$ cat config.mk
export PLATFORM = sky130hd
export DESIGN_NAME = rbd_top
export DESIGN_NICKNAME = d
export VERILOG_FILES = /design/src/rbd_pkg.sv /design/src/rbd_sync_if.sv /design/src/rbd_sync.sv /design/src/rbd_top.sv
export SDC_FILE = /design/constraint.sdc
export NUM_CORES = 1
export LEC_CHECK = 0
export BUFFER_PORTS_ARGS = -buffer_cell sky130_fd_sc_hd__buf_4
export CAP_MARGIN = 0
export CORE_UTILIZATION = 43
export CTS_CLUSTER_DIAMETER = 100
export DETAILED_ROUTE_END_ITERATION = 6
export MAX_ROUTING_LAYER = met4
export PLACE_DENSITY = 0.93
export SETUP_SLACK_MARGIN = 0.05
export SLEW_MARGIN = 20
export SYNTH_ARGS = -nofsm -noshare
export SYNTH_HDL_FRONTEND = slang
export SYNTH_SLANG_ARGS = --single-unit
$ cat constraint.sdc
create_clock -name core_clk -period 2.9 [get_ports core_clk]
set_clock_uncertainty 0.05 [all_clocks]
set_input_delay 0.58 -clock core_clk [delete_from_list [all_inputs] [get_ports core_clk]]
set_output_delay 0.58 -clock core_clk [all_outputs]
set_load 0.03 [all_outputs]
$ cat src/rbd_pkg.sv
// Package of constants, register map and enumerations for the reset and access block
package rbd_pkg;
  // Register indices (word offsets); byte address is four times the index
  localparam logic [3:0] RBD_REG_CTRL = 4'h0;
  localparam logic [3:0] RBD_REG_STATUS = 4'h1;
  localparam logic [3:0] RBD_REG_PROT = 4'h2;
  localparam logic [3:0] RBD_REG_CAUSE = 4'h3;
  // Control field positions
  localparam int RBD_CTRL_BOD_IRQ_LVL = 0;
  localparam int RBD_CTRL_BOD_RST_EN = 1;
  localparam int RBD_CTRL_BOD_RST_LVL = 2;
  localparam int RBD_CTRL_ISP_PIN_DIS = 3;
  localparam int RBD_CTRL_RST_PIN_SEL = 4;
  localparam logic [7:0] RBD_CTRL_RESET = 8'h10;
  // Cause flag positions
  localparam int RBD_CAUSE_POR = 0;
  localparam int RBD_CAUSE_PIN = 1;
  localparam int RBD_CAUSE_WDT = 2;
  localparam int RBD_CAUSE_BOD = 3;
  localparam logic [3:0] RBD_CAUSE_RESET = 4'h1;
  // Reset vector fetched on release
  localparam logic [31:0] RBD_RESET_VECTOR = 32'h0000_0000;
  // Minimum reset pulse and its count at 100 MHz, rounded up
  localparam int RBD_CLK_MHZ = 100;
  localparam int RBD_MIN_PULSE_NS = 50;
  localparam int RBD_MIN_PULSE_CYC = (RBD_MIN_PULSE_NS * RBD_CLK_MHZ + 999) / 1000;
  // Reset stretch after all sources release
  localparam int RBD_STRETCH_CYC = 4;
  // Debug resources
  localparam int RBD_NUM_BREAKPOINTS = 4;
  localparam int RBD_NUM_WATCHPOINTS = 2;
  // Protection levels
  typedef enum logic [1:0] {
    RBD_PROT_NONE, RBD_PROT_ONE, RBD_PROT_TWO, RBD_PROT_THREE
  } rbd_prot_t;
  typedef enum logic [1:0] {
    RBD_ST_RESET, RBD_ST_STRETCH, RBD_ST_RUN
  } rbd_state_t;
endpackage

$ cat src/rbd_sync_if.sv
// Interface carrying synchronised pin levels from the input synchroniser
`timescale 1ns/1ps
interface rbd_sync_if;
  logic rst_pin_n;
  logic bod_irq;
  logic bod_rst;
  modport src (output rst_pin_n, output bod_irq, output bod_rst);
  modport dst (input rst_pin_n, input bod_irq, input bod_rst);
endinterface

$ cat src/rbd_sync.sv
// Two-stage synchroniser for pins from outside the clock domain
`timescale 1ns/1ps
module rbd_sync (
  input wire logic core_clk,
  input wire logic rst_pin_n_raw,
  input wire logic bod_irq_raw,
  input wire logic bod_rst_raw,
  rbd_sync_if.src sync
);
  typedef struct packed {
    logic [2:0] s1;
    logic [2:0] s2;
  } rbd_sync_state_t;
  rbd_sync_state_t st_reg;
  rbd_sync_state_t st_next;
  // First stage feeds only the second; no reset so a held pin is seen at once
  always_comb begin
    st_next = st_reg;
    st_next.s1 = {rst_pin_n_raw, bod_irq_raw, bod_rst_raw};
    st_next.s2 = st_reg.s1;
  end
  always_ff @(posedge core_clk) begin
    st_reg <= st_next;
  end
  assign sync.rst_pin_n = st_reg.s2[2];
  assign sync.bod_irq = st_reg.s2[1];
  assign sync.bod_rst = st_reg.s2[0];
endmodule

$ cat src/rbd_top.sv
// Chip reset merge, brownout handling, test port select and protection gating
//
// The register addresses and the address-and-strobe port are this design's own decisions.
`timescale 1ns/1ps
module rbd_top #(
  parameter logic [31:0] PROT_PATTERN_ONE = 32'h1234_5678,
  parameter logic [31:0] PROT_PATTERN_TWO = 32'h8765_4321,
  parameter logic [31:0] PROT_PATTERN_THREE = 32'h4321_8765,
  parameter int NUM_BREAKPOINTS = rbd_pkg::RBD_NUM_BREAKPOINTS,
  parameter int NUM_WATCHPOINTS = rbd_pkg::RBD_NUM_WATCHPOINTS
) (
  input wire logic core_clk,
  input wire logic srst,
  input wire logic por_n,
  input wire logic reset_pin_n,
  input wire logic wdt_reset,
  input wire logic bod_below_irq_lvl,
  input wire logic bod_below_rst_lvl,
  input wire logic deep_pd,
  input wire logic low_power_mode,
  input wire logic [31:0] prot_word,
  input wire logic boot_select_pin,
  input wire logic bod_irq_enable,
  input wire logic [3:0] reg_addr,
  input wire logic [31:0] reg_wdata,
  input wire logic reg_wr,
  input wire logic reg_rd,
  output logic [31:0] reg_rdata,
  output logic chip_reset,
  output logic reset_status_output,
  output logic osc_start,
  output logic osc_select_irc,
  output logic flash_init,
  output logic [31:0] fetch_addr,
  output logic wake_req,
  output logic bod_irq_req,
  output logic bod_irq_cpu,
  output logic scan_mode,
  output logic swd_enable,
  output logic isp_allowed,
  output logic isp_partial_only,
  output logic isp_full_erase_only,
  output logic iap_allowed,
  output logic [2:0] num_breakpoints,
  output logic [1:0] num_watchpoints
);
  rbd_sync_if sync ();
  logic bod_rst_sel;
  logic raw_src;
  logic pin_n_gated;

  // Pin and analog levels enter the clock domain through two flops
  rbd_sync u_sync (
    .core_clk(core_clk),
    .rst_pin_n_raw(reset_pin_n),
    .bod_irq_raw(bod_below_irq_lvl),
    .bod_rst_raw(bod_below_rst_lvl),
    .sync(sync.src)
  );

  typedef struct packed {
    rbd_pkg::rbd_state_t state;
    logic [2:0] cnt;
    logic [7:0] ctrl;
    logic [3:0] cause;
    rbd_pkg::rbd_prot_t prot;
    logic isp_pin_dis;
    logic [1:0] rel;
    logic rd_pend;
    logic [31:0] rdata;
  } rbd_state_s_t;
  rbd_state_s_t st_reg;
  rbd_state_s_t st_next;

  // Protection level decoding feeds the reset capture; gating uses the latched level
  function automatic rbd_pkg::rbd_prot_t decode_prot(input logic [31:0] w);
    if (w == PROT_PATTERN_THREE) begin
      decode_prot = rbd_pkg::RBD_PROT_THREE;
    end else if (w == PROT_PATTERN_TWO) begin
      decode_prot = rbd_pkg::RBD_PROT_TWO;
    end else if (w == PROT_PATTERN_ONE) begin
      decode_prot = rbd_pkg::RBD_PROT_ONE;
    end else begin
      decode_prot = rbd_pkg::RBD_PROT_NONE;
    end
  endfunction

  // Brownout reset threshold choice on synchronised levels; the interrupt uses the same synchronised levels
  assign bod_rst_sel = st_reg.ctrl[rbd_pkg::RBD_CTRL_BOD_RST_EN] &
    (st_reg.ctrl[rbd_pkg::RBD_CTRL_BOD_RST_LVL] ? sync.bod_irq : sync.bod_rst);
  // Pin counts only when selected as reset and not in deep power-down
  assign pin_n_gated = sync.rst_pin_n | deep_pd |
    ~st_reg.ctrl[rbd_pkg::RBD_CTRL_RST_PIN_SEL];
  // Any source forces reset at once; release waits for the stretch
  assign raw_src = ~por_n | ~pin_n_gated | wdt_reset | bod_rst_sel | srst;

  always_comb begin
    st_next = st_reg;
    st_next.rd_pend = reg_rd;
    // Release synchroniser shifts ones in once all sources are quiet
    st_next.rel = raw_src ? 2'h0 : {st_reg.rel[0], 1'b1};
    case (st_reg.state)
      rbd_pkg::RBD_ST_RESET: begin
        st_next.cnt = 3'h0;
        if (st_reg.rel[1]) begin
          st_next.state = rbd_pkg::RBD_ST_STRETCH;
        end
      end
      rbd_pkg::RBD_ST_STRETCH: begin
        st_next.cnt = st_reg.cnt + 3'h1;
        if (st_reg.cnt == 3'(rbd_pkg::RBD_STRETCH_CYC - 1)) begin
          st_next.state = rbd_pkg::RBD_ST_RUN;
        end
      end
      rbd_pkg::RBD_ST_RUN: begin
        st_next.cnt = 3'h0;
      end
      default: begin
        st_next.state = rbd_pkg::RBD_ST_RESET;
      end
    endcase
    if (raw_src) begin
      st_next.state = rbd_pkg::RBD_ST_RESET;
    end
    // Protection level latched while in reset; the pin option follows the control bit
    if (st_reg.state != rbd_pkg::RBD_ST_RUN) begin
      st_next.prot = decode_prot(prot_word);
    end
    // Cause flags: sources set, software write-one clears; set wins
    if (reg_wr && reg_addr == rbd_pkg::RBD_REG_CAUSE) begin
      st_next.cause = st_reg.cause & ~reg_wdata[3:0];
    end
    if (~por_n) begin
      st_next.cause[rbd_pkg::RBD_CAUSE_POR] = 1'b1;
    end
    if (~pin_n_gated) begin
      st_next.cause[rbd_pkg::RBD_CAUSE_PIN] = 1'b1;
    end
    if (wdt_reset) begin
      st_next.cause[rbd_pkg::RBD_CAUSE_WDT] = 1'b1;
    end
    if (bod_rst_sel) begin
      st_next.cause[rbd_pkg::RBD_CAUSE_BOD] = 1'b1;
    end
    // Control writes only land while running; reset restores defaults
    if (st_reg.state != rbd_pkg::RBD_ST_RUN) begin
      st_next.ctrl = rbd_pkg::RBD_CTRL_RESET;
    end else if (reg_wr && reg_addr == rbd_pkg::RBD_REG_CTRL) begin
      st_next.ctrl = reg_wdata[7:0];
    end
    st_next.isp_pin_dis = st_next.ctrl[rbd_pkg::RBD_CTRL_ISP_PIN_DIS];
    // Read data appear in the cycle after the strobe only
    st_next.rdata = 32'h0;
    if (reg_rd) begin
      case (reg_addr)
        rbd_pkg::RBD_REG_CTRL: st_next.rdata = {24'h0, st_reg.ctrl};
        rbd_pkg::RBD_REG_STATUS: st_next.rdata = {28'h0, st_reg.state == rbd_pkg::RBD_ST_RUN,
          bod_rst_sel, chip_reset, sync.bod_irq};
        rbd_pkg::RBD_REG_PROT: st_next.rdata = {30'h0, st_reg.prot};
        rbd_pkg::RBD_REG_CAUSE: st_next.rdata = {28'h0, st_reg.cause};
        default: st_next.rdata = 32'h0;
      endcase
    end
  end

  // Every field takes its reset value; cause flags restart with only the power-on flag set
  always_ff @(posedge core_clk) begin
    if (srst) begin
      st_reg.state <= rbd_pkg::RBD_ST_RESET;
      st_reg.cnt <= 3'h0;
      st_reg.ctrl <= rbd_pkg::RBD_CTRL_RESET;
      st_reg.cause <= rbd_pkg::RBD_CAUSE_RESET;
      st_reg.prot <= rbd_pkg::RBD_PROT_NONE;
      st_reg.isp_pin_dis <= 1'b0;
      st_reg.rel <= 2'h0;
      st_reg.rd_pend <= 1'b0;
      st_reg.rdata <= 32'h0;
    end else begin
      st_reg <= st_next;
    end
  end

  // Reset is combinational on entry so any source bites at once
  assign chip_reset = raw_src | (st_reg.state != rbd_pkg::RBD_ST_RUN);
  assign reset_status_output = ~chip_reset;
  assign osc_start = chip_reset;
  assign flash_init = chip_reset;
  assign osc_select_irc = chip_reset | deep_pd;
  assign fetch_addr = rbd_pkg::RBD_RESET_VECTOR;
  // Wake on a qualified pin low; the stretch lasts 4 cycles, 40 ns at 100 MHz
  assign wake_req = low_power_mode & ~pin_n_gated;
  assign bod_irq_req = st_reg.ctrl[rbd_pkg::RBD_CTRL_BOD_IRQ_LVL] ?
    sync.bod_rst : sync.bod_irq;
  assign bod_irq_cpu = bod_irq_req & bod_irq_enable;
  // Pin level picks the test port; scan never reaches debug
  assign scan_mode = ~sync.rst_pin_n;
  assign swd_enable = sync.rst_pin_n & ~chip_reset &
    (st_reg.prot == rbd_pkg::RBD_PROT_NONE);
  assign isp_allowed = (st_reg.prot != rbd_pkg::RBD_PROT_THREE) &
    ~st_reg.isp_pin_dis & boot_select_pin;
  assign isp_partial_only = st_reg.prot == rbd_pkg::RBD_PROT_ONE;
  assign isp_full_erase_only = st_reg.prot == rbd_pkg::RBD_PROT_TWO;
  assign iap_allowed = 1'b1;
  assign num_breakpoints = 3'(NUM_BREAKPOINTS);
  assign num_watchpoints = 2'(NUM_WATCHPOINTS);
  assign reg_rdata = st_reg.rd_pend ? st_reg.rdata : 32'h0;

  // Checks of the merged reset and access gating
  reset_merge_a: assert property (@(posedge core_clk) (wdt_reset | ~por_n) |-> chip_reset)
    else $error("source did not force reset");
  release_delay_a: assert property (@(posedge core_clk) disable iff (srst)
    $fell(raw_src) |-> chip_reset [*3])
    else $error("reset released too early");
  status_pin_a: assert property (@(posedge core_clk) reset_status_output == ~chip_reset)
    else $error("status output wrong");
  swd_in_reset_a: assert property (@(posedge core_clk) chip_reset |-> !swd_enable)
    else $error("debug on in reset");
  level_three_a: assert property (@(posedge core_clk)
    st_reg.prot == rbd_pkg::RBD_PROT_THREE |-> !isp_allowed && !swd_enable)
    else $error("level three leak");
  deep_pd_pin_a: assert property (@(posedge core_clk) disable iff (srst)
    deep_pd && !wdt_reset && por_n && !bod_rst_sel && $past(st_reg.state)
    == rbd_pkg::RBD_ST_RUN && st_reg.state == rbd_pkg::RBD_ST_RUN |-> !chip_reset)
    else $error("pin acted in deep power-down");
  bod_irq_gate_a: assert property (@(posedge core_clk) bod_irq_cpu |-> bod_irq_enable)
    else $error("interrupt not gated");
  scan_sel_a: assert property (@(posedge core_clk) scan_mode |-> !swd_enable)
    else $error("scan and debug together");
  irc_after_reset_a: assert property (@(posedge core_clk) chip_reset |-> osc_select_irc)
    else $error("oscillator not selected");
  cover_release_c: cover property (@(posedge core_clk) $fell(chip_reset));
  cover_bod_irq_c: cover property (@(posedge core_clk) bod_irq_cpu);
  cover_swd_c: cover property (@(posedge core_clk) swd_enable);
endmodule

---- Yosys cells after proc, flatten, opt, wreduce, memory -nomap -nowiden ----
Cells that the tools add are included.
storage, ports and cells
  word-level logic and storage cells ...... 87
  register bits after elaboration ......... 60
  output and inout port bits .............. 83
  bits of input ports ..................... 81
operators by class
  reductions and logical operators ........ 14
  equality and inequality tests ........... 16
  bitwise operators ....................... 25
  add/subtract/negate cells ............... 1
  mux-type cells .......................... 16
operator list
  cell                                              count
  == test 32 x 29 -> 1 bit (second input constant)  1
  == test 32 x 31 -> 1 bit (second input constant)  1
  == test 32 bit (second input constant)            1
  2-to-1 mux 32 bit                                 1
  case mux 8 bit (4 select lines)                   1
  OR reduction 2 bit                                5
  == test 4 x 2 -> 1 bit (second input constant)    2
  2-to-1 mux 2 bit                                  4
  inequality test 2 bit (second input constant)     4
  NOT 1 bit                                         8
  bitwise OR 1 bit                                  8
  AND 1 bit                                         7
  2-to-1 mux 1 bit                                  7
  case mux 2 bit (3 select lines)                   1
  case mux 3 bit (2 select lines)                   1
  nonzero test 2 bit                                3
  AND 4 bit                                         1
  == test 2 x 1 -> 1 bit (second input constant)    2
  == test 2 bit (second input constant)             2
  == test 4 x 1 -> 1 bit (second input constant)    1
  logical NOT 2 bit                                 2
  logical NOT 4 bit                                 1
  2-to-1 mux 4 bit                                  1
  NOT 4 bit                                         1
  5 further kinds                                   6

---- Depth between registers and ports, before layout ----
Gate-level depths: netlist (run 1).
  word-level depth ........................ 11
  mapped depth ............................ 5
  depth with buffers taken out ............ 5

---- Modules after synthesis ----
Synthesis (run 1) repeated with hierarchy kept, for this count alone.
unflattened totals
  cell total of the unflattened synthesis .. 237
  area, all modules ....................... 2107.0 µm²
modules (own cells, without submodules)
  module    area each (µm²)  sequential area each (µm²)  cells each  times used
  rbd_top   1986.9           600.6                       231         1
  rbd_sync  120.1            120.1                       6           1

---- Worst setup path before layout (run 1) ----
No wires, ideal clock.
  path type ............................... input -> output
  from .................................... input srst
  to ...................................... output swd_enable
  arrival ................................. 2061 ps
  data required time ...................... 2270 ps
  stages .................................. 5
  buffers on the path ..................... 0
  setup slack ............................. 209 ps
  path through ............................ or3b_4 -> a211o_2 -> inv_2 -> nand2_2 -> nor4_2
on the way
  cells in the longest elaborated chain, start to end .. 5
ends and longest elaborated chain
  item                    RTL line        text
  start, declared         rbd_top.sv:13   input wire logic srst,
  bitwise OR 1 bit        rbd_top.sv:95   assign raw_src = ~por_n | ~pin_n_gated | wdt_reset | bod_rst_sel | srst;
  bitwise OR 1 bit        rbd_top.sv:184  assign chip_reset = raw_src | (st_reg.state != rbd_pkg::RBD_ST_RUN);
  net chip_reset          rbd_top.sv:29   output logic chip_reset,
  NOT 1 bit               rbd_top.sv:197  assign swd_enable = sync.rst_pin_n & ~chip_reset &
  AND 1 bit (2 in a row)  rbd_top.sv:197
  end, declared           rbd_top.sv:39   output logic swd_enable,
The timed path passes the listed nets, and every way through them passes these cells.

---- Worst setup path after layout (run 1) ----
  from .................................... input srst
  to ...................................... output swd_enable
on the way
  cells in the longest elaborated chain, start to end .. 5
ends and longest elaborated chain
  item                    RTL line
  bitwise OR 1 bit        rbd_top.sv:95
  bitwise OR 1 bit        rbd_top.sv:184
  NOT 1 bit               rbd_top.sv:197
  AND 1 bit (2 in a row)  rbd_top.sv:197
No other way between the ends.

==> results of run 1 <==
-- per-stage QoR --
stage               instance area [sq um]  setup WS [ns]
CTS                                  2586         0.2775
floorplan                            2325         0.2086
detailed placement                   2496         0.3072
finish                               2586         0.2884
global placement                     2496         0.2829
global route                         2586         0.2171
-- per-layer routing --
layer / up-vias / global-route usage, % / wire length (um)
li1: 819 / - / -
met1: 776 / 17.09 / 1641
met2: 72 / 32.08 / 2399
met3: 6 / 4.923 / 253
met4: 0 / 4.575 / 36
met5: - / - / 0
-- synth_stat cells, types with 3 or more instances --
master    instances  share of area [%]
dfxtp_1          36                 34
and2_1           16                4.8
nand4_1           5                1.5
nand3b_1          4                1.4
nor4bb_1          6                2.9
a21oi_1           8                1.9
nor4b_1           3                1.3
nor3_1            3               0.71
nand2_1           9                1.6
nand2b_1          3               0.89
mux2i_1          11                5.2
inv_1            10                1.8
buf_4            64                 23
nor2_1           17                3.0
o21ai_0           4               0.95
nor2b_1           5                1.5
-- report_power, final --
part	internal, mW	total [mW]	switching, mW
clock network	0.194	0.362	0.168
registers	0.503	0.507	0.00411
logic	0.0722	0.223	0.151
total	0.768	1.09	0.323
-- area by class of cell --
cell class	instances	area, sq um
Clock buffer	8	90.09
Fill cell	452	2137
Inverter	11	41.29
Multi-Input combinational cell	182	1065
Sequential cell	36	720.7
Tap cell	67	83.83
Timing Repair Buffer	78	585.6
-- critical path: stages --
cell	delay [ns]
buf_4	0.15
or3b_4	0.40
a211o_2	0.33
inv_2	0.08
nand2_2	0.09
nor4_2	0.14
buf_4	0.20
-- how the worst min path moves through the flow --
| stage | start | slack, ns | cells after the start | end |
|---|---|---|---|---|
| floorplan | u_sync.st_next[1] | 0.26 | 0 | u_sync.sync.bod_irq |
| global placement | u_sync.st_next[0] | 0.26 | 0 | u_sync.sync.bod_rst |
| detailed placement | u_sync.st_next[1] | 0.26 | 0 | u_sync.sync.bod_irq |
| CTS | u_sync.st_next[1] | 0.27 | 0 | u_sync.sync.bod_irq |
| global route | u_sync.st_next[2] | 0.29 | 0 | u_sync.sync.rst_pin_n |
| finish | u_sync.st_next[1] | 0.27 | 0 | u_sync.sync.bod_irq |
-- cells by family (layout without fill, tap and decap cells) --
kind of cell | count (synthesis) | in the layout
AND/OR/NAND/NOR | 83 | 83
buffers and inverters | 79 | 97
flip-flops | 36 | 36
AO/OA/AOI/OAI | 20 | 20
multiplexers | 14 | 14
adder cells (fa/ha/maj) | 2 | 2
other | 2 | 62
XOR/XNOR | 1 | 1
==> out/results.ini, run 1 <==
[global_route]
grt_pass1_wl_um=6568
grt_usage_pct=17.06
grt_pass1_vias=1533
antenna_found_initial=0
gr-total-overflow=0
grt_max_degree=12

[cells_and_area]
final_util_pct=54.75
final_cell_mix=78 x buf_4, 62 x conb_1, 36 x dfxtp_1
n_antenna_cell=0
drive_gt1_share_pct=30.79
mostFrequentLayoutCell=buf_4
final_nets=397
largest_register_ffs=30
stdcell_count=382
area_growth_pct=23.18

[timing]
clock.fmax_ghz=0.3829
timing.setup.tns_ns=0
timing.hold.ws_ns=0.2688
rsz0062_at_grt=no
setup-violations-final=0
hold_violations=0
slew_violations=0
period_share_pct=90.05
fin_crit_ns=2.612

[worst_setup_path]
critPathMaxFanout=11
rr_startpoint=st_reg[44]
cp-end-kind=output port
worstReg2RegEnd=st_reg[1]
cp.arrival_ns=1.98
critPathKind=in -> out
regToRegSetupSlack_ns=1.28
endpoint=swd_enable
cp-startpoint=srst
cp-start-kind=input pin
required_ns=2.27
r2r_cells=4

[logic_synthesis]
synthesis.area_sq_um=2100
synth.mux.area_fraction_pct=7.569
ys_warn_count=0
synth_edf_count=0
synthFlopType=dfxtp_1
ys_seq_area_share_pct=34.33
netlist-cell-type-count=43
ys_async_sr_fraction_pct=0
syn_inst=237
ys_seq_elements=36
synth_xor_area_share_pct=0.4172
syn_area_per_cell_sq_um=8.859
synth_top_family_by_area=buffers and inverters
synthAdderAreaFrac_pct=1.192
synth_simple_gate_area_share_pct=24.02
synth_compound_area_share_pct=6.436

[floorplanning]
initial_core_util_pct=44.45
core_sq_um=4723
dieWidth_um=71.88
die_y_um=71.88
num_io_pins=164
die-area_sq_um=5166
rows=25

[worst_hold_path]
hold_path.class=reg -> reg

[power_and_ir_drop]
power_leakage_nw=1.267
total_power_mw=1.092
powerDensity_nw_per_um2=422.2
vdd_drop_max_v=0.0001995

[cts]
clock_sinks=36
clk_pin_slew_worst_paths_ns=0.07
cts_resized=0
h-tree-depth=2
cts.path.max_buffers=2
holdBufCountCts=0
clk_latency_ns=0.29
tritoncts=built
cts_setup_buffers=0
cts_buffers=5
cts-root-buf=clkbuf_8

[detailed_routing]
vias=1673
viasPerCell=4.380
ant_nets=0
first_pass_iters=4
drcViolationCount=0
drt_wl_total_um=4330
drt_iter0_drc=74
wl_per_cell_um=11.34

[placed_design]
dp_cells=374
hpwl_um=3486
gp_congestion=0.8499
portBuffers=77

[outcome]
status=finished, final reports clean

[flow_run]
maxCapViolations=0

No activity file was read; power rests on OpenSTA's default activity.
==> run 2: changes to the inputs <==
CORE_UTILIZATION = 40   (was 43)
PLACE_DENSITY = 0.88   (was 0.93)
clock period = 2.72 ns   (was 2.9 ns; I/O delays follow)
==> out/results.ini, run 2 (synthesis results as in run 1) <==
[power_and_ir_drop]
total_power_mw=1.426  ; was 1.092 mW
power_leakage_nw=1.304  ; was 1.267 nW
power_frac_comb_pct=16.7  ; was 20.4%
power.share.sequential_pct=37.8  ; was 46.4%
p_clk_share_pct=45.5  ; was 33.1%
powerDensity_nw_per_um2=534.8  ; was 422.2 nW/um^2
vdd_drop_max_v=0.0002541  ; was 0.0001995 V
internal_power_mw=1.072  ; was 768.5 uW
switching_share_pct=24.82  ; was 29.62%
p_switching_uw=354.0  ; was 323.5 uW

[cts]
clk_latency_ns=0.29  ; about the same
h-tree-depth=2  ; unchanged
cts_resized=0  ; unchanged
clk_pin_slew_worst_paths_ns=0.08  ; was 0.07 ns
cts_buffers=5  ; unchanged
tritoncts=built  ; unchanged
holdBufCountCts=0  ; unchanged
cts.path.max_buffers=2  ; unchanged
cts_setup_buffers=0  ; unchanged
cts-root-buf=clkbuf_8  ; unchanged
clock_sinks=36  ; unchanged

[detailed_routing]
first_pass_iters=4  ; unchanged
vias=1634  ; was 1673
wl_per_cell_um=10.45  ; was 11.34 um
drt-met1-wl_um=1593  ; was 1641 um
drt_wl_total_um=4033  ; was 4330 um
drcViolationCount=0  ; unchanged
viasPerCell=4.233  ; was 4.380
drt_iter0_drc=97  ; was 74
dr_wl_met3_um=276  ; was 253 um
dr_wl_met2_um=2137  ; was 2399 um
top_layer=met4  ; unchanged
ant_nets=0  ; unchanged

[worst_setup_path]
required_ns=2.13  ; was 2.27 ns
cp-start-kind=flip-flop  ; was input pin
max_stage_delay_ns=0.39  ; was 0.40 ns
path_buf_inv=2  ; was 3
cp-end-kind=output port  ; unchanged
r2r_cells=4  ; unchanged
critPathMaxFanout=5  ; was 11
path_cells=mux2_4 -> a211o_2 -> inv_2 -> nand2_2 -> nor4_2 -> buf_4  ; was buf_4 -> or3b_4 -> a211o_2 -> inv_2 -> nand2_2 -> nor4_2 -> buf_4
rr_startpoint=st_reg[44]  ; unchanged
regToRegSetupSlack_ns=1.09  ; was 1.28 ns
crit_family=flip-flops  ; was simple AND/OR/NAND/NOR gates
cp.arrival_ns=1.93  ; was 1.98 ns
critPathKind=reg -> out  ; was in -> out
cpMaxStageDelayCell=dfxtp_1  ; was or3b_4
worstReg2RegEnd=st_reg[1]  ; unchanged

[timing]
setup-violations-final=0  ; unchanged
timing.setup.tns_ns=0  ; unchanged
slew_violations=0  ; unchanged
rsz0062_at_grt=no  ; unchanged
period_share_pct=92.84
fin_ws_ns=0.1947  ; was 0.2884 ns
fin_crit_ns=2.525
hold_violations=0  ; unchanged
clock.fmax_ghz=0.3960

[cells_and_area]
fillers=492  ; was 452
final_nets=398  ; was 397
final_cell_mix=79 x buf_4, 62 x conb_1, 36 x dfxtp_1  ; was 78 x buf_4, 62 x conb_1, 36 x dfxtp_1
regArea_sq_um=720.7  ; unchanged
final_util_pct=52.54  ; was 54.75%
n_antenna_cell=0  ; unchanged
drive_gt1_share_pct=31.65  ; was 30.79%
area_growth_pct=27.00  ; was 23.18%
largest_register_ffs=30  ; unchanged
mostFrequentLayoutCell=buf_4  ; unchanged
multi_input_area_sq_um=1065  ; unchanged
stdcell_count=386  ; was 382

[global_route]
grt_pass1_wl_um=6430  ; was 6568 um
grt_max_degree=13  ; was 12
grt_pass1_vias=1523  ; was 1533
antenna_found_initial=0  ; unchanged
gr-total-overflow=0  ; unchanged
grt_usage_pct=15.60  ; was 17.06%

[floorplanning]
core_sq_um=5075  ; was 4723 sq um
num_io_pins=164  ; unchanged
dieWidth_um=74.45  ; was 71.88 um
initial_core_util_pct=41.37  ; was 44.45%
rows=26  ; was 25
die_y_um=74.45  ; was 71.88 um
die-area_sq_um=5543  ; was 5166 sq um

[placed_design]
portBuffers=77  ; unchanged
gp_congestion=0.8361  ; was 0.8499
pre_cts_ws_ns=0.2473  ; was 0.3072 ns
hpwl_um=3340  ; was 3486 um
dp_cells=378  ; was 374

[worst_hold_path]
min_to=u_sync.sync.bod_irq  ; unchanged
hp-start=u_sync.st_next[1]  ; unchanged
hold_path.class=reg -> reg  ; unchanged
hold-path-cell-count=0  ; unchanged

[flow_run]
maxCapViolations=0  ; unchanged

[outcome]
status=finished, final reports clean  ; unchanged

[run 2: area by class of cell]
type / count / area share, %
clock buffer: 5 / 2.581
tap: 70 / 3.285
sequential: 36 / 27.03
clock inverter: 3 / 3.379
timing repair buffer: 79 / 22.24
multi-input combinational: 182 / 39.93
inverter: 11 / 1.549
[run 2: routing by layer]
metal / up-vias / global-route usage (%)
li1: 821 / -
met1: 736 / 16.31
met2: 73 / 28.03
met3: 4 / 5.285
met4: 0 / 3.774
met5: - / -
[run 2: worst max-delay path by stage]
stage	slack [ns]	depth (start not counted)	endpoint	start
global route	0.06	6	swd_enable	st_reg[44]
detailed placement	0.25	7	swd_enable	srst
finish	0.19	6	swd_enable	st_reg[44]
CTS	0.18	6	swd_enable	st_reg[44]
global placement	0.24	7	swd_enable	srst
floorplan	0.10	5	swd_enable	srst
[run 2: metrics by stage]
step / instance area (sq um) / hold WS [ns]
6_report: 2666 / 0.2777
5_1_grt: 2666 / 0.2840
4_1_cts: 2666 / 0.2791
3_5_place_dp: 2507 / 0.2628
3_3_place_gp: 2507 / 0.2621
2_1_floorplan: 2325 / 0.2596
[run 2: power groups by stage]
stage / clock (mW) / combinational [mW] / sequential, mW
floorplan: 0 / 0.224 / 0.551
global placement: 0 / 0.234 / 0.551
detailed placement: 0 / 0.236 / 0.552
CTS: 0.659 / 0.237 / 0.540
global route: 0.683 / 0.256 / 0.540
finish: 0.649 / 0.237 / 0.540
==> run 3: changes to the inputs <==
CELL_PAD_IN_SITES_DETAIL_PLACEMENT = 0   (was unset)
CELL_PAD_IN_SITES_GLOBAL_PLACEMENT = 1   (was unset)
CORE_UTILIZATION = 27   (was 40)
==> out/results.ini, run 3 (synthesis results as in run 1) <==
[timing]
timing.setup.tns_ns=0  ; unchanged
setup-violations-final=0  ; unchanged
hold_violations=0  ; unchanged
timing.hold.ws_ns=0.2796  ; was 0.2777 ns
period_share_pct=92.28  ; was 92.84%
rsz0062_at_grt=no  ; unchanged
slew_violations=0  ; unchanged
fin_crit_ns=2.510  ; was 2.525 ns
clock.fmax_ghz=0.3984  ; was 0.3960 GHz

[cts]
holdBufCountCts=0  ; unchanged
cts.path.max_buffers=2  ; unchanged
tritoncts=built  ; unchanged
h-tree-depth=2  ; unchanged
clock_sinks=36  ; unchanged
cts-root-buf=clkbuf_8  ; unchanged
clk_pin_slew_worst_paths_ns=0.07  ; was 0.08 ns
cts_resized=0  ; unchanged
cts_setup_buffers=0  ; unchanged
cts_buffers=5  ; unchanged
clk_latency_ns=0.28  ; was 0.29 ns

[power_and_ir_drop]
total_power_mw=1.135  ; was 1.426 mW
power_frac_comb_pct=21.0  ; was 16.7%
internal_power_uw=786.8  ; was 1.072 mW
power.share.sequential_pct=47.6  ; was 37.8%
p_switching_uw=348.0  ; was 354.0 uW
power_leakage_nw=1.266  ; was 1.304 nW
p_clk_share_pct=31.5  ; was 45.5%
powerDensity_nw_per_um2=432.3  ; was 534.8 nW/um^2
vdd_drop_max_v=0.0001686  ; was 0.0002541 V
switching_share_pct=30.67  ; was 24.82%

[worst_setup_path]
critPathKind=reg -> out  ; unchanged
cp.arrival_ns=1.92  ; was 1.93 ns
cp-end-kind=output port  ; unchanged
cp-start-kind=flip-flop  ; unchanged
crit_family=compound AO/OA/AOI/OAI gates  ; was flip-flops
max_stage_delay_ns=0.40  ; was 0.39 ns
critPathMaxFanout=5  ; unchanged
path_buf_inv=2  ; unchanged
cpMaxStageDelayCell=a211o_2  ; was dfxtp_1
required_ns=2.13  ; about the same
path_cells=mux2_4 -> a211o_2 -> inv_2 -> nand2_2 -> nor4_2 -> buf_4  ; unchanged

[detailed_routing]
ant_nets=0  ; unchanged
drt_wl_total_um=4229  ; was 4033 um
drt_iter0_drc=75  ; was 97
first_pass_iters=4  ; unchanged
viasPerCell=3.920  ; was 4.233
drcViolationCount=0  ; unchanged
wl_per_cell_um=10.21  ; was 10.45 um
vias=1623  ; was 1634

[floorplanning]
rows=31  ; was 26
initial_core_util_pct=28.49  ; was 41.37%
dieWidth_um=90.18  ; was 74.45 um
core_sq_um=7370  ; was 5075 sq um
die_y_um=90.18  ; was 74.45 um
die-area_sq_um=8132  ; was 5543 sq um
num_io_pins=164  ; unchanged

[flow_run]
maxCapViolations=0  ; unchanged

[outcome]
status=finished, final reports clean  ; unchanged

[cells_and_area]
final_cell_mix=79 x buf_4, 62 x conb_1, 36 x dfxtp_1  ; unchanged
multi_input_area_sq_um=1065  ; unchanged
n_antenna_cell=0  ; unchanged
drive_gt1_share_pct=31.43  ; was 31.65%
fillers=767  ; was 492
mostFrequentLayoutCell=buf_4  ; unchanged
area_growth_pct=25.03  ; was 27.00%
final_nets=398  ; unchanged
largest_register_ffs=30  ; unchanged
regArea_sq_um=720.7  ; unchanged

[global_route]
grt_pass1_wl_um=6617  ; was 6430 um
grt_max_degree=12  ; was 13
antenna_found_initial=0  ; unchanged
gr-total-overflow=0  ; unchanged
grt_pass1_vias=1486  ; was 1523
grt_usage_pct=10.46  ; was 15.60%

[placed_design]
gp_congestion=0.7846  ; was 0.8361
portBuffers=77  ; unchanged
hpwl_um=3568  ; was 3340 um

[worst_hold_path]
hold_path.class=reg -> reg  ; unchanged

[run 3: cell types whose count changed in the layout (fill, tap and decap cells not counted), sizes merged]
cell,before,now
clkinv,0,1
clkinvlp,0,1
bufinv,3,0
[run 3: power groups by stage]
stage          combinational, mW  sequential, mW  clock [mW]
2_1_floorplan              0.224           0.551           0
3_3_place_gp               0.235           0.552           0
3_5_place_dp               0.237           0.552           0
4_1_cts                    0.238           0.540       0.365
5_1_grt                    0.253           0.541       0.394
6_report                   0.238           0.540       0.357
[run 3: cell type report]
| class | instances | area share [%] |
|---|---|---|
| multi-input combinational | 182 | 40.56 |
| tap | 99 | 4.719 |
| clock inverter | 2 | 0.4766 |
| timing repair buffer | 79 | 22.59 |
| sequential | 36 | 27.45 |
| inverter | 11 | 1.573 |
| clock buffer | 5 | 2.622 |
[run 3: metal layers]
layer,wire [um],track usage (%)
met3,345,3.299
met2,2181,17.68
met5,0,-
met4,59,4.570
met1,1643,11.24
[run 3: stage by stage]
stage | std cells | area (sq um) | util, % | setup slack [ns]
finish | 414 | 2625 | 35.62 | 0.2099
detailed placement | 407 | 2544 | 34.52 | 0.2266
CTS | 414 | 2625 | 35.62 | 0.2073
global placement | 407 | 2544 | 34.52 | 0.2397
global route | 414 | 2625 | 35.62 | 0.1265
floorplan | 297 | 2325 | - | 0.1006
[run 3: path summary, 6_finish.rpt]
kind | startpoint | end | slack, ns | cells after the start
hold reg to reg | u_sync.st_next[2] | u_sync.sync.rst_pin_n | 0.28 | 0
setup / recovery | st_reg[44] | swd_enable | 0.21 | 6
setup reg to reg | st_reg[44] | st_reg[1] | 1.11 | 4
hold / removal | u_sync.st_next[2] | u_sync.sync.rst_pin_n | 0.28 | 0
